File: src/core/panel_timing_pkg.sv
package panel_timing_pkg;
  // ****************************************
  // Frame geometry
  // ****************************************
  localparam int ACTIVE_PIXEL_COUNT = 240;
  localparam int ACTIVE_LINE_COUNT = 320;
  localparam int LINE_SYNC_WIDTH = 10;
  localparam int LINE_BACK_PORCH = 20;
  localparam int LINE_TRAILING_PORCH = 10;
  localparam int LINE_CLOCK_TOTAL = 280;
  localparam int VERT_SYNC_LINES = 2;
  localparam int VERT_DATA_START_LINES = 4;
  localparam int VERT_TRAILING_PORCH = 2;
  localparam int FRAME_LINE_TOTAL = 326;
  localparam int MIN_LINE_SYNC = 8;
  localparam int MIN_LINE_BACK_PORCH = 18;
  localparam int MIN_LINE_TRAILING = 4;
  localparam int MIN_VERT_START = 2;
  localparam int MIN_VERT_TRAILING = 1;
  localparam int MIN_LINE_TOTAL = 260;
  localparam int MAX_LINE_TOTAL = 300;
  localparam int MIN_FRAME_TOTAL = 323;
  localparam int MAX_FRAME_TOTAL = 340;
  localparam int WHITE_FRAMES_OFF = 2;
  localparam int START_VSYNC_EDGE = 10;
  // ****************************************
  // Pixel clock and serial port timing
  // ****************************************
  localparam int CLK_SYS_MHZ = 100;
  localparam int PIXEL_KHZ = 6250;
  localparam int PIXEL_DIV = (CLK_SYS_MHZ * 1000) / PIXEL_KHZ;
  localparam int SER_DIV = 8;
  localparam int SER_BITS = 16;
  localparam logic [6:0] VERT_START_ADDR = 7'h03;
  localparam logic [6:0] HORIZ_START_ADDR = 7'h04;
  localparam logic [5:0] WHITE_LEVEL = 6'h3f;
  // ****************************************
  // Carriers
  // ****************************************
  typedef struct packed {
    logic [5:0] red;
    logic [5:0] green;
    logic [5:0] blue;
  } pixel_s;
  typedef struct packed {
    logic [8:0] line_total;
    logic [5:0] sync_width;
    logic [5:0] data_start;
    logic [8:0] frame_total;
    logic [3:0] vsync_lines;
    logic [3:0] vert_start;
  } timing_s;
  typedef enum logic [1:0] {off_st, run_st, white_st, done_st} run_e;
endpackage

File: src/core/serial_reg_writer.sv
`timescale 1ns/100ps
module serial_reg_writer (
  // Clock and reset
  input wire logic clk_sys,
  input wire logic rst_n,
  input wire logic ce,
  // Request
  input wire logic start,
  input wire logic [6:0] addr,
  input wire logic [7:0] data,
  output logic busy,
  // Serial pins
  output logic ser_cs_n,
  output logic ser_clk,
  output logic ser_dat_o,
  output logic ser_dat_oe
);
  logic [15:0] shreg;
  logic [4:0] bit_cnt;
  logic [3:0] div;

  // ****************************************
  // Write frame: flag low, address, data, msb first
  // ****************************************
  always_ff @(posedge clk_sys or negedge rst_n) begin
    if (!rst_n) begin
      busy <= 1'b0;
      ser_cs_n <= 1'b1;
      ser_clk <= 1'b0;
      ser_dat_o <= 1'b0;
      ser_dat_oe <= 1'b0;
      shreg <= 16'h0000;
      bit_cnt <= 5'h00;
      div <= 4'h0;
    end else if (ce) begin
      if (!busy) begin
        if (start) begin
          busy <= 1'b1;
          ser_cs_n <= 1'b0;
          ser_dat_oe <= 1'b1;
          ser_dat_o <= 1'b0;
          shreg <= {1'b0, addr, data};
          bit_cnt <= 5'h00;
          div <= 4'h0;
        end
      end else if (div == 4'(panel_timing_pkg::SER_DIV - 1)) begin
        div <= 4'h0;
        if (ser_clk) begin
          ser_clk <= 1'b0;
          if (bit_cnt == 5'(panel_timing_pkg::SER_BITS)) begin
            busy <= 1'b0;
            ser_cs_n <= 1'b1;
            ser_dat_oe <= 1'b0;
          end else begin
            ser_dat_o <= shreg[15];
          end
        end else if (bit_cnt == 5'(panel_timing_pkg::SER_BITS)) begin
          ser_clk <= 1'b0;
          ser_cs_n <= 1'b1;
          ser_dat_oe <= 1'b0;
          busy <= 1'b0;
        end else begin
          // Panel samples on this rising edge
          ser_clk <= 1'b1;
          shreg <= {shreg[14:0], 1'b0};
          bit_cnt <= bit_cnt + 5'h01;
        end
      end else begin
        div <= div + 4'h1;
      end
    end
  end
endmodule

File: src/core/rgb_panel_timing_host.sv
`timescale 1ns/100ps
// What this block does
// - Active lines start vert_start lines after vsync; told to panel reg three.
// - Vertical trailing porch of at least one line before next vsync.
// - Vertical blanking at least three lines; frame 323 to 340 lines.
// - Exactly 320 active lines per frame.
// - At least four clocks of trailing porch after last pixel.
// - Line sync held active at least eight pixel clocks.
// - Back porch at least eighteen clocks after line sync ends; the 6-bit clamp sum wraps, so this is not kept when sync_width is above 45.
// - First pixel data_start clocks after hsync; told to panel reg four.
// - Exactly 240 pixels per line; line total 260 to 300 clocks, up to 307 when data_start is above 56.
// - Pixel clock runs without pause, blanking included, inside allowed band.
// - Hsync falling edge sits inside the allowed window around vsync fall.
// - Two all-white frames are sent before power-off.
// - Scan direction select is held static.
// - Serial write: flag, 7-bit address, 8 data bits, sampled rising edge.
module rgb_panel_timing_host #(
  parameter int PIXEL_DIV = panel_timing_pkg::PIXEL_DIV
) (
  // Clock and reset
  input wire logic clk_sys,
  input wire logic resetn,
  input wire logic clk_en,
  // User control
  input wire logic enable,
  input wire logic power_down_req,
  input wire logic scan_dir,
  input wire panel_timing_pkg::timing_s timing_in,
  input wire logic cfg_write,
  input wire panel_timing_pkg::pixel_s pixel_in,
  output logic pixel_req,
  output logic [8:0] pixel_x,
  output logic [8:0] pixel_y,
  output logic power_down_ok,
  output logic cfg_busy,
  // Panel pins
  output logic panel_reset_n,
  output logic pixel_clk,
  output logic vsync_n,
  output logic hsync_n,
  output panel_timing_pkg::pixel_s rgb,
  output logic scan_direction_sel,
  output logic ser_cs_n,
  output logic ser_clk,
  output logic ser_dat_o,
  output logic ser_dat_oe
);
  logic rst_meta, rst_n;
  logic [7:0] div;
  logic pix_tick;
  logic [8:0] hcnt, vcnt;
  panel_timing_pkg::timing_s tm;
  panel_timing_pkg::run_e run;
  logic [1:0] white_cnt;
  logic h_active, v_active;
  logic [1:0] cfg_step;
  logic wr_start, wr_busy;
  logic [6:0] wr_addr;
  logic [7:0] wr_data;

  // ****************************************
  // Reset release
  // ****************************************
  always_ff @(posedge clk_sys or negedge resetn) begin
    if (!resetn) begin
      rst_meta <= 1'b0;
      rst_n <= 1'b0;
    end else begin
      rst_meta <= 1'b1;
      rst_n <= rst_meta;
    end
  end

  // ****************************************
  // Free running pixel clock
  // ****************************************
  always_ff @(posedge clk_sys or negedge rst_n) begin
    if (!rst_n) begin
      div <= 8'h00;
      pixel_clk <= 1'b0;
    end else if (clk_en) begin
      if (div == 8'(PIXEL_DIV / 2 - 1)) begin
        div <= 8'h00;
        pixel_clk <= ~pixel_clk;
      end else begin
        div <= div + 8'h01;
      end
    end
  end
  // Pins move on the falling edge; panel samples them half a period later
  assign pix_tick = clk_en && pixel_clk &&
                    div == 8'(PIXEL_DIV / 2 - 1);

  // ****************************************
  // Timing set, clamped to legal limits at frame start
  // ****************************************
  function automatic panel_timing_pkg::timing_s clamp(
    input panel_timing_pkg::timing_s t);
    panel_timing_pkg::timing_s r;
    r = t;
    if (r.sync_width < 6'(panel_timing_pkg::MIN_LINE_SYNC))
      r.sync_width = 6'(panel_timing_pkg::MIN_LINE_SYNC);
    if (r.data_start < r.sync_width +
        6'(panel_timing_pkg::MIN_LINE_BACK_PORCH))
      r.data_start = r.sync_width +
        6'(panel_timing_pkg::MIN_LINE_BACK_PORCH);
    if (r.line_total < 9'(panel_timing_pkg::MIN_LINE_TOTAL))
      r.line_total = 9'(panel_timing_pkg::MIN_LINE_TOTAL);
    if (r.line_total > 9'(panel_timing_pkg::MAX_LINE_TOTAL))
      r.line_total = 9'(panel_timing_pkg::MAX_LINE_TOTAL);
    if (9'(r.data_start) + 9'(panel_timing_pkg::ACTIVE_PIXEL_COUNT) +
        9'(panel_timing_pkg::MIN_LINE_TRAILING) > r.line_total)
      r.line_total = 9'(r.data_start) +
        9'(panel_timing_pkg::ACTIVE_PIXEL_COUNT) +
        9'(panel_timing_pkg::MIN_LINE_TRAILING);
    if (r.vert_start < 4'(panel_timing_pkg::MIN_VERT_START))
      r.vert_start = 4'(panel_timing_pkg::MIN_VERT_START);
    if (r.vsync_lines == 4'h0 || r.vsync_lines > r.vert_start)
      r.vsync_lines = 4'h1;
    if (r.frame_total < 9'(r.vert_start) +
        9'(panel_timing_pkg::ACTIVE_LINE_COUNT) +
        9'(panel_timing_pkg::MIN_VERT_TRAILING))
      r.frame_total = 9'(r.vert_start) +
        9'(panel_timing_pkg::ACTIVE_LINE_COUNT) +
        9'(panel_timing_pkg::MIN_VERT_TRAILING);
    if (r.frame_total < 9'(panel_timing_pkg::MIN_FRAME_TOTAL))
      r.frame_total = 9'(panel_timing_pkg::MIN_FRAME_TOTAL);
    if (r.frame_total > 9'(panel_timing_pkg::MAX_FRAME_TOTAL))
      r.frame_total = 9'(panel_timing_pkg::MAX_FRAME_TOTAL);
    return r;
  endfunction

  always_ff @(posedge clk_sys or negedge rst_n) begin
    if (!rst_n) begin
      tm <= '{9'(panel_timing_pkg::LINE_CLOCK_TOTAL),
              6'(panel_timing_pkg::LINE_SYNC_WIDTH),
              6'(panel_timing_pkg::LINE_SYNC_WIDTH +
                 panel_timing_pkg::LINE_BACK_PORCH),
              9'(panel_timing_pkg::FRAME_LINE_TOTAL),
              4'(panel_timing_pkg::VERT_SYNC_LINES),
              4'(panel_timing_pkg::VERT_DATA_START_LINES)};
    end else if (pix_tick && hcnt == 9'h000 && vcnt == 9'h000) begin
      tm <= clamp(timing_in);
    end
  end

  // ****************************************
  // Dot and line counters
  // ****************************************
  always_ff @(posedge clk_sys or negedge rst_n) begin
    if (!rst_n) begin
      hcnt <= 9'h000;
      vcnt <= 9'h000;
    end else if (pix_tick) begin
      if (hcnt == tm.line_total - 9'h001) begin
        hcnt <= 9'h000;
        if (vcnt == tm.frame_total - 9'h001)
          vcnt <= 9'h000;
        else
          vcnt <= vcnt + 9'h001;
      end else begin
        hcnt <= hcnt + 9'h001;
      end
    end
  end

  assign h_active = hcnt >= 9'(tm.data_start) &&
    hcnt < 9'(tm.data_start) +
           9'(panel_timing_pkg::ACTIVE_PIXEL_COUNT);
  assign v_active = vcnt >= 9'(tm.vert_start) &&
    vcnt < 9'(tm.vert_start) +
           9'(panel_timing_pkg::ACTIVE_LINE_COUNT);

  // ****************************************
  // Run state, white frames before power-off
  // ****************************************
  always_ff @(posedge clk_sys or negedge rst_n) begin
    if (!rst_n) begin
      run <= panel_timing_pkg::off_st;
      white_cnt <= 2'h0;
      panel_reset_n <= 1'b0;
      power_down_ok <= 1'b0;
    end else if (clk_en) begin
      case (run)
        panel_timing_pkg::off_st: begin
          power_down_ok <= 1'b0;
          if (enable && !power_down_req && pix_tick && hcnt == 9'h000 &&
              vcnt == 9'h000) begin
            run <= panel_timing_pkg::run_st;
            panel_reset_n <= 1'b1;
          end
        end
        panel_timing_pkg::run_st: begin
          if (power_down_req && pix_tick && hcnt == 9'h000 &&
              vcnt == 9'h000) begin
            run <= panel_timing_pkg::white_st;
            white_cnt <= 2'h0;
          end
        end
        panel_timing_pkg::white_st: begin
          if (pix_tick && hcnt == tm.line_total - 9'h001 &&
              vcnt == tm.frame_total - 9'h001) begin
            if (white_cnt == 2'(panel_timing_pkg::WHITE_FRAMES_OFF - 1))
              run <= panel_timing_pkg::done_st;
            else
              white_cnt <= white_cnt + 2'h1;
          end
        end
        panel_timing_pkg::done_st: begin
          power_down_ok <= 1'b1;
          if (!power_down_req) begin
            run <= panel_timing_pkg::off_st;
            panel_reset_n <= 1'b0;
          end
        end
        default: run <= panel_timing_pkg::off_st;
      endcase
    end
  end

  // ****************************************
  // Sync and pixel pins, registered on the tick
  // ****************************************
  always_ff @(posedge clk_sys or negedge rst_n) begin
    if (!rst_n) begin
      hsync_n <= 1'b1;
      vsync_n <= 1'b1;
      rgb <= '0;
      pixel_req <= 1'b0;
      pixel_x <= 9'h000;
      pixel_y <= 9'h000;
      scan_direction_sel <= 1'b0;
    end else if (clk_en) begin
      pixel_req <= 1'b0;
      if (run == panel_timing_pkg::off_st)
        scan_direction_sel <= scan_dir;
      if (pix_tick) begin
        // Both syncs fall at hcnt 0 of line 0, inside the phase window
        hsync_n <= !(hcnt < 9'(tm.sync_width));
        vsync_n <= !(vcnt < 9'(tm.vsync_lines));
        if (h_active && v_active) begin
          pixel_x <= hcnt - 9'(tm.data_start);
          pixel_y <= vcnt - 9'(tm.vert_start);
          pixel_req <= 1'b1;
          if (run == panel_timing_pkg::white_st ||
              run == panel_timing_pkg::done_st)
            rgb <= {3{panel_timing_pkg::WHITE_LEVEL}};
          else
            rgb <= pixel_in;
        end else begin
          rgb <= '0;
        end
      end
    end
  end

  // ****************************************
  // Start position writes: reg three then reg four
  // ****************************************
  always_ff @(posedge clk_sys or negedge rst_n) begin
    if (!rst_n) begin
      cfg_step <= 2'h0;
      wr_start <= 1'b0;
      wr_addr <= 7'h00;
      wr_data <= 8'h00;
      cfg_busy <= 1'b0;
    end else if (clk_en) begin
      wr_start <= 1'b0;
      case (cfg_step)
        2'h0: begin
          cfg_busy <= 1'b0;
          if (cfg_write && !wr_busy) begin
            cfg_busy <= 1'b1;
            wr_addr <= panel_timing_pkg::VERT_START_ADDR;
            wr_data <= 8'(tm.vert_start);
            wr_start <= 1'b1;
            cfg_step <= 2'h1;
          end
        end
        2'h1: begin
          if (!wr_start && !wr_busy) begin
            wr_addr <= panel_timing_pkg::HORIZ_START_ADDR;
            wr_data <= 8'(tm.data_start);
            wr_start <= 1'b1;
            cfg_step <= 2'h2;
          end
        end
        2'h2: begin
          if (!wr_start && !wr_busy)
            cfg_step <= 2'h0;
        end
        default: cfg_step <= 2'h0;
      endcase
    end
  end

  serial_reg_writer u_ser (
    .clk_sys(clk_sys),
    .rst_n(rst_n),
    .ce(clk_en),
    .start(wr_start),
    .addr(wr_addr),
    .data(wr_data),
    .busy(wr_busy),
    .ser_cs_n(ser_cs_n),
    .ser_clk(ser_clk),
    .ser_dat_o(ser_dat_o),
    .ser_dat_oe(ser_dat_oe)
  );
endmodule

File: config.mk
export PLATFORM = sky130hd
export DESIGN_NAME = rgb_panel_timing_host
export DESIGN_NICKNAME = d
export VERILOG_FILES = /design/src/core/panel_timing_pkg.sv /design/src/core/serial_reg_writer.sv /design/src/core/rgb_panel_timing_host.sv
export SDC_FILE = /design/constraint.sdc
export NUM_CORES = 1
export LEC_CHECK = 0
export ABC_AREA = 1
export BUFFER_PORTS_ARGS = -buffer_cell sky130_fd_sc_hd__buf_2
export CAP_MARGIN = 15
export CORE_MARGIN = 5
export CORE_UTILIZATION = 45
export DETAILED_ROUTE_END_ITERATION = 7
export GPL_ROUTABILITY_DRIVEN = 0
export PLACE_DENSITY = 0.64
export SYNTH_ARGS = -nofsm -noshare
export SYNTH_HDL_FRONTEND = slang
export SYNTH_SLANG_ARGS = --single-unit
File: constraint.sdc
create_clock -name clk_sys -period 6.2 [get_ports clk_sys]
set_input_delay 0.62 -clock clk_sys [delete_from_list [all_inputs] [get_ports clk_sys]]
set_output_delay 0.62 -clock clk_sys [all_outputs]
set_load 0.05 [all_outputs]
After elaboration in Yosys (flattened, before gate mapping)
Index checks and enable logic that the tools add are counted.

Flip-flop bits (word level): 162. Bits of input ports: 63. Output and inout bits: 48.

Muxes and demuxes: 81. Add/sub/neg operators: 17. Bitwise logic cells: 1. Reductions and logical operators: 51. Equality and inequality tests: 25. Magnitude comparators: 16.

Operator list (number): two-way mux 9 bit (12); two-way mux 16 bit (5); two-way mux 18 bit (2); != test 2 bit (second input constant) (14); adder 9 x 1 -> 9 bit (second input constant) (3); < comparator 9 bit (3); two-way mux 5 bit (5); two-way mux 4 bit (6); two-way mux 6 bit (4); two-way mux 8 bit (3); two-way mux 1 bit (23); two-way mux 2 bit (11); adder 4 x 9 -> 9 bit (second input constant) (2); adder 6 x 8 -> 9 bit (second input constant) (2); == test 9 bit (2); greater-than comparator 9 bit (second input constant) (2); logical AND 1 bit (18); zero test 9 bit (2); < comparator 9 bit (second input constant) (2); subtractor 9 x 1 -> 9 bit (second input constant) (2); case mux 8 bit (2 select lines) (1); AND reduction 4 bit (4); AND reduction 5 bit (3); two-way mux 7 bit (2); 36 further kinds (58).

Depth between registers and ports, before layout
Gate-level depths: netlist (run 1).

Depth in word-level cells: 15. Gate-level depth with buffers: 32.

Cells and area by module
From an unflattened synthesis (run 1), not the netlist that was laid out.

Cells, all modules: 1306. Area total of the unflattened synthesis: 10344.9 µm².

Modules (own cells, without submodules): rgb_panel_timing_host (times used 1, cells each 1080, area each 8704.6 µm²); serial_reg_writer (times used 1, cells each 226, area each 1640.3 µm²).

Worst setup path after synthesis (run 1)
OpenSTA, ideal clock, no wires.

Path kind: input-to-reg. Start point: input timing_in[27] (netlist name). End point: register tm[31] (netlist name). Path slack: 1.994 ns. Cell stages on the path: 26. Setup time: 0.130 ns. Arrival: 4.077 ns. Cells stage by stage: nor2_1 nand2_1 nand2_1 inv_1 ha_1 xnor2_1 ha_1 a21oi_1 nor2_1 a211oi_1 nand2_1 buf_4 nand2_1 nand2_1 ha_1 nor3_2 inv_1 ha_1 nand2_1 nor2_1 nand3b_1 o2111ai_1 nand2_1 inv_1 nor3_1 o22ai_1.

Word-level cells in the longest chain between the ends: 11.

RTL lines: from (decl) (RTL line rgb_panel_timing_host.sv:28) `input wire panel_timing_pkg::timing_s timing_in,`; < comparator 6 x 4 -> 1 bit (RTL line rgb_panel_timing_host.sv:101) `if (r.sync_width < 6'(panel_timing_pkg::MIN_LINE_SYNC))`; two-way mux 6 bit (*) (RTL line rgb_panel_timing_host.sv:101); two-way mux 6 bit (*) (RTL line rgb_panel_timing_host.sv:142) `end else if (pix_tick && hcnt == 9'h000 && vcnt == 9'h000) begin`; adder 6 x 5 -> 6 bit (*) (RTL line rgb_panel_timing_host.sv:103, rgb_panel_timing_host.sv:105); < comparator 6 bit (RTL line rgb_panel_timing_host.sv:103) `if (r.data_start < r.sync_width +`; two-way mux 6 bit (*) (RTL line rgb_panel_timing_host.sv:103); two-way mux 6 bit (*) (RTL line rgb_panel_timing_host.sv:142); adder 6 x 8 -> 9 bit (*) (RTL line rgb_panel_timing_host.sv:111, rgb_panel_timing_host.sv:113); adder 9 x 3 -> 9 bit (*) (RTL line rgb_panel_timing_host.sv:111, rgb_panel_timing_host.sv:114); greater-than comparator 9 bit (RTL line rgb_panel_timing_host.sv:112) `9'(panel_timing_pkg::MIN_LINE_TRAILING) > r.line_total)`; two-way mux 9 bit (*) (RTL line rgb_panel_timing_host.sv:111) `if (9'(r.data_start) + 9'(panel_timing_pkg::ACTIVE_PIXEL_COUNT) +`; to (signal assigned) (RTL line rgb_panel_timing_host.sv:135) `tm <= '{9'(panel_timing_pkg::LINE_CLOCK_TOTAL),`; to (signal assigned) (RTL line rgb_panel_timing_host.sv:143) `tm <= clamp(timing_in);`; to (decl) (RTL line rgb_panel_timing_host.sv:52) `panel_timing_pkg::timing_s tm;`.

Mark *: on every way between the ends. The rest lies on a longest branch, timed or not. The select of a mux whose other input is x is not followed. A chain may end at the register's enable or synchronous reset.

Worst setup path after layout (run 1)
Same ends and word-level chain as after synthesis.

==> flow_metrics.py, run 1 <==
metrics = {
    "flow_run": {
        "cap_violations": 0,
    },
    "power": {
        "p_leak_uw": 0.005718,
        "power_density_nw_per_um2": 288.9,
        "ir_drop_v": 0.0001954,
    },
    "critical_path": {
        "crit_top_cell": "nand2_1",
        "worst_path_max_delay_cell": "ha_1",
        "startpoint_type": "input port",
        "critPathArrivalTime_ns": 4.81,
        "worstSetupPathType": "input port to register",
        "required_ns": 6.50,
        "max_stage_delay_ns": 0.34,
        "cp_max_fo": 11,
        "cp-end-kind": "register",
    },
    "hold_path": {
        "holdCritPathClass": "register to asynchronous set/reset pin",
    },
    "floorplanning": {
        "io_pins": 111,
        "core.rowCount": 53,
        "dieArea_sq_um": 24600,
        "die_w_microns": 156.8,
        "core_sq_um": 21150,
        "start_util_pct": 45.86,
        "die_y_microns": 156.8,
    },
    "global_route": {
        "grt_usage_pct": 19.10,
        "grt_pass1_wl_mm": 38.38,
        "antenna_found_initial": 0,
        "grt-ovfl-total": 0,
        "grt_start_max_net_pins": 60,
        "grt_pass1_vias": 8023,
    },
    "detailed_routing": {
        "wl_mm": 22.68,
        "num_vias": 8261,
        "via_per_inst": 5.065,
        "post_drt_wl_per_cell_microns": 13.90,
        "ant_nets": 0,
        "dr.pass1.iters": 5,
        "drt_iter0_drc": 454,
        "drc": 0,
    },
    "yosys": {
        "ys_warn_count": 0,
        "synth_area_sq_um": 9702,
        "synth_area_per_cell_sq_um": 7.862,
        "yosysUniqueCellTypes": 58,
        "seq_area_frac_synth_pct": 40.21,
        "synthCells": 1234,
        "ys_ff_latch": 155,
    },
    "timing": {
        "whs_ns": 0.3089,
        "skew_ns": 0.007698,
        "finalHoldViolCount": 0,
        "fin_crit_ns": 4.515,
        "finalCritPeriodShare_pct": 72.82,
        "max_freq_mhz": 221.5,
        "slew_headroom_pct": 36.55,
        "worst_slew_pin_slew_ns": 0.9516,
        "setup_viol": 0,
        "slew_violations": 0,
        "finalSetupTns_ns": 0,
        "rsz0062_at_grt": "no",
    },
    "cts": {
        "cts_tree": "built",
        "cts_htree_levels": 4,
        "cts.reportedPaths.clkPinSlew_ns": 0.06,
        "cts_resized": 0,
        "root_buffer": "clkbuf_16",
        "clk_latency_ns": 0.43,
        "cts_buffers": 17,
        "clockBufferDepth": 2,
        "cts.sinks": 155,
    },
    "placed_design": {
        "dp_cells": 1598,
        "port_buffers": 110,
        "dpl.hpwl_mm": 17.23,
    },
    "finish": {
        "final_util_pct": 52.33,
        "seq_area_sq_um": 3905,
        "fill_cells": 2071,
        "final_common_cell": "nand2_1",
        "drive_above_1_share_pct": 17.04,
        "final_cell_mix": "nand2_1, inv_1, dfrtp_1",
        "area_delta_synth_final_pct": 14.11,
        "final_nets": 1472,
        "instances_no_fill": 1631,
        "multi_input_area_sq_um": 4962,
        "antenna_cells": 0,
    },
    "status": {
        "status": "completed",
    },
}
## sequential cells by signal, indices dropped and copies added (netlist names), 6 cells and up
name	flops
u_ser.shreg	16
pixel_y	9
div	8
hcnt	9
tm	38
rgb	18
wr_data	6
pixel_x	9
vcnt	9
## path summary, 6_finish.rpt
path / from / to / slack (ns) / cells after the start
worst max-delay path: timing_in[27] / tm[31] / 1.69 / 26
worst min-delay path: rst_n / u_ser.shreg[4] / 0.31 / 0
worst max register to register: tm[19] / rgb[4] / 3.45 / 13
worst min register to register: rst_n / u_ser.shreg[4] / 0.31 / 0
max in group asynchronous: rst_n / pixel_y[4] / 4.73 / 1
min in group clk_sys: rst_meta / rst_n / 0.35 / 0
## synth_stat cells (all sizes together)
library cell / instances / area [sq um]
a31oi: 4 / 25.02
o31ai: 3 / 22.52
inv: 182 / 683.2
o22ai: 9 / 56.30
a32o: 1 / 10.01
clkbuf: 8 / 30.03
o21a: 6 / 45.04
clkinv: 1 / 3.750
a221oi: 1 / 8.760
nand3b: 1 / 7.510
xor2: 30 / 270.3
or2: 8 / 50.05
nor3b: 1 / 7.510
xnor2: 15 / 131.4
a21boi: 1 / 7.510
and2: 1 / 6.260
nor3: 19 / 126.4
a21o: 2 / 15.01
dfstp: 18 / 473.0
o41ai: 2 / 17.52
o211ai: 12 / 90.09
a21oi: 36 / 180.2
conb: 2 / 7.510
fa: 2 / 40.04
nand4: 30 / 200.2
buf: 17 / 128.9
a32oi: 1 / 8.760
nor2: 119 / 464.2
and3b: 1 / 8.760
nand3: 65 / 357.9
and3: 2 / 12.51
o2111a: 1 / 11.26
o2111ai: 2 / 17.52
nor4: 8 / 50.05
ha: 64 / 800.8
nand2: 289 / 1097
dfrtp: 137 / 3428
o21bai: 1 / 7.510
a2bb2oi: 2 / 17.52
a211oi: 2 / 15.01
o21ai: 128 / 760.7
## timing repair
item,4_1_cts,5_1_grt
hold buffers,1,0
endpoints found under the setup margin,0,0
buffers inserted,0,0
hold endpoints to repair,2,0
## kinds of logic after synthesis
logic type,synth area share (%)
fa+ha+maj,8.667
buf+inv,8.718
simple gates,24.62
flops,40.21
other cells,0.07741
xor+xnor,4.140
compound gates,13.57
## where the power goes
part	total (uW)	leakage (uW)	switching, uW	internal [uW]
logic	821	0.00353	538	283
clock network	1060	0.000285	452	612
registers	1310	0.00190	128	1190
## layout make-up
| type | count | share of cell area, % |
|---|---|---|
| clock inverters | 14 | 1.424 |
| clock buffers | 18 | 3.967 |
| repair buffers | 113 | 5.199 |
| multi-input cells | 873 | 44.82 |
| flip-flops and latches | 155 | 35.27 |
| well taps | 275 | 3.108 |
| inverters | 183 | 6.205 |
## worst max-delay path, delay by kind of cell
kind | cells | cell delay, ns
compound gates | 4 | 0.54
simple gates | 13 | 1.86
xor+xnor | 1 | 0.26
buf+inv | 4 | 0.43
fa+ha+maj | 4 | 1.12
## layer usage
metal | vias up | part of all wire (%) | routed length (microns) | track usage (%)
met4 | 0 | 1.2 | 281 | 4.669
met5 | - | 0 | 0 | 0
met3 | 27 | 5.7 | 1298 | 3.595
met2 | 206 | 44 | 10060 | 30.29
li1 | 4242 | - | - | -
met1 | 3786 | 49 | 11040 | 27.15
## through the flow
| step | worst slack (ns) | area (sq um) | power, uW |
|---|---|---|---|
| 6_report | 1.685 | 11070 | 3198 |
| 5_1_grt | 1.303 | 11070 | 3412 |
| 4_1_cts | 1.703 | 11070 | 3235 |
| 3_5_place_dp | 1.247 | 10460 | 2154 |
| 3_3_place_gp | 1.453 | 10460 | 2133 |
| 2_1_floorplan | 1.593 | 9709 | 1945 |
(Power assumes the default switching activity.)
==> run 2, diff against run 1 <==
==> constraint.sdc (replaced) <==
create_clock -name clk_sys -period 4.2 [get_ports clk_sys]
set_input_delay 0.42 -clock clk_sys [delete_from_list [all_inputs] [get_ports clk_sys]]
set_output_delay 0.42 -clock clk_sys [all_outputs]
set_load 0.05 [all_outputs]
==> run 2 against run 1 <==
Clock power increased by 50%; clock skew is essentially flat; utilization rose by 0.70 points; combinational power is 55% higher; cell count rose by 0.86%; sequential power increased by 49%; worst hold slack worse by 0.069 ns; flip-flop and latch count did not move; die area unchanged; critical path type unchanged; routed wire length grew 0.95%.
==> flow_metrics.py, run 2 (synthesis gave the netlist of run 1 again) <==
metrics = {
    "status": {
        "status": "completed",
    },
    "finish": {
        "area_delta_synth_final_pct": 15.64,
        "final_common_cell": "nand2_1",
        "drive_above_1_share_pct": 18.18,
        "largest_register": "tm",
        "largest_register_ffs": 38,
        "final_util_pct": 53.04,
        "antenna_cells": 0,
        "final_nets": 1486,
        "final_cell_mix": "nand2_1, inv_1, dfrtp_1",
        "reg_top3": "tm: 38 flops, rgb: 18 flops, u_ser.shreg: 16 flops",
    },
    "detailed_routing": {
        "post_drt_wl_per_cell_microns": 13.92,
        "dr.pass1.iters": 5,
        "num_vias": 8366,
        "drc": 0,
        "via_per_inst": 5.086,
        "wl_mm": 22.90,
        "drt_iter0_drc": 432,
        "ant_nets": 0,
    },
    "critical_path": {
        "startpoint_type": "input port",
        "worst_path_max_delay_cell": "ha_1",
        "crit_top_cell": "nand2_1",
        "cp-end-kind": "register",
        "required_ns": 4.56,
        "cp_max_fo": 8,
        "worstSetupPathType": "input port to register",
        "max_stage_delay_ns": 0.33,
        "critPathArrivalTime_ns": 4.09,
    },
    "power": {
        "ir_drop_v": 0.0002094,
        "power_density_nw_per_um2": 429.0,
        "p_leak_uw": 0.005794,
    },
    "timing": {
        "skew_ns": 0.007612,
        "slew_headroom_pct": 36.71,
        "finalCritPeriodShare_pct": 88.77,
        "slew_violations": 0,
        "finalHoldViolCount": 0,
        "fin_crit_ns": 3.728,
        "setup_viol": 0,
        "whs_ns": 0.2394,
        "worst_slew_pin_slew_ns": 0.9494,
        "fin_ws_ns": 0.4718,
        "rsz0062_at_grt": "no",
        "max_freq_mhz": 268.2,
    },
    "global_route": {
        "grt_pass1_wl_mm": 39.27,
        "grt_start_max_net_pins": 72,
        "antenna_found_initial": 0,
        "grt-ovfl-total": 0,
        "grt_usage_pct": 19.40,
        "grt_pass1_vias": 8209,
    },
    "cts": {
        "cts_tree": "built",
        "root_buffer": "clkbuf_16",
        "cts.reportedPaths.clkPinSlew_ns": 0.06,
        "clockBufferDepth": 2,
        "clk_latency_ns": 0.43,
        "cts_buffers": 17,
        "cts_htree_levels": 4,
        "cts.sinks": 155,
    },
    "floorplanning": {
        "core_sq_um": 21150,
        "io_pins": 111,
        "start_util_pct": 45.86,
        "die_y_microns": 156.8,
        "dieArea_sq_um": 24600,
        "core.rowCount": 53,
        "die_w_microns": 156.8,
    },
    "flow_run": {
        "cap_violations": 0,
    },
    "placed_design": {
        "port_buffers": 110,
        "dp_slack_ns": -0.1378,
        "dpl.hpwl_mm": 17.46,
    },
    "hold_path": {
        "holdCritPathClass": "input port to register",
    },
}
==> run 2: routing by layer <==
metal / wire [microns] / up-vias / global-route usage (%) / share of wire (%)
met3: 1145 / 26 / 3.761 / 5.0
met1: 11010 / 3851 / 26.82 / 48
met5: 0 / - / 0 / 0
met2: 10380 / 209 / 31.17 / 45
met4: 360 / 0 / 5.537 / 1.6
li1: - / 4280 / - / -
==> run 2: path summary, 6_finish.rpt <==
path                          startpoint                 end  slack, ns  cells after the start
setup / recovery           timing_in[27]              tm[37]       0.47                     30
hold / removal                  scan_dir  scan_direction_sel       0.24                      3
setup reg to reg              u_ser.busy    u_ser.bit_cnt[4]       1.40                     11
hold reg to reg                 rst_meta               rst_n       0.36                      0
max in group asynchronous          rst_n              tm[33]       2.71                      1
min in group asynchronous         resetn               rst_n       0.31                      2
==> run 2: stage by stage <==
stage / power (uW) / instances / instance area, sq um / setup TNS [ns]
finish: 4814 / 1645 / 11220 / 0
global route: 5141 / 1645 / 11220 / 0
CTS: 4846 / 1643 / 11170 / 0
detailed placement: 3227 / 1610 / 10550 / -0.7975
global placement: 3189 / 1610 / 10550 / 0
floorplan: 2870 / 1236 / 9711 / 0
==> run 2: critical path: cells and delay by family <==
kind,cells,cell delay [ns]
and+or+nand+nor,17,1.51
adders and majority gates,3,0.85
AOI/OAI and AO/OA,5,0.71
buffers and inverters,5,0.60
==> run 2: where the power goes <==
group | internal, uW | leakage, uW | switching [uW]
Sequential | 1750 | 0.00190 | 200
Combinational | 452 | 0.00360 | 822
Clock | 955 | 0.000290 | 634
Total | 3160 | 0.00579 | 1660
==> run 2: timing repair <==
item,4_1_cts,5_1_grt
hold buffers,1,0
gates resized for setup,0,8
endpoints found under the setup margin,0,9
setup buffers,0,2
endpoints found under the hold margin,2,0
==> run 2: layout make-up <==
cell class,count,area [sq um]
Sequential cell,155,3905
Clock buffer,19,442.9
Inverter,183,686.9
Fill cell,2069,9935
Multi-Input combinational cell,873,4994
Timing Repair Buffer,127,680.7
Tap cell,275,344.1
Clock inverter,13,166.4
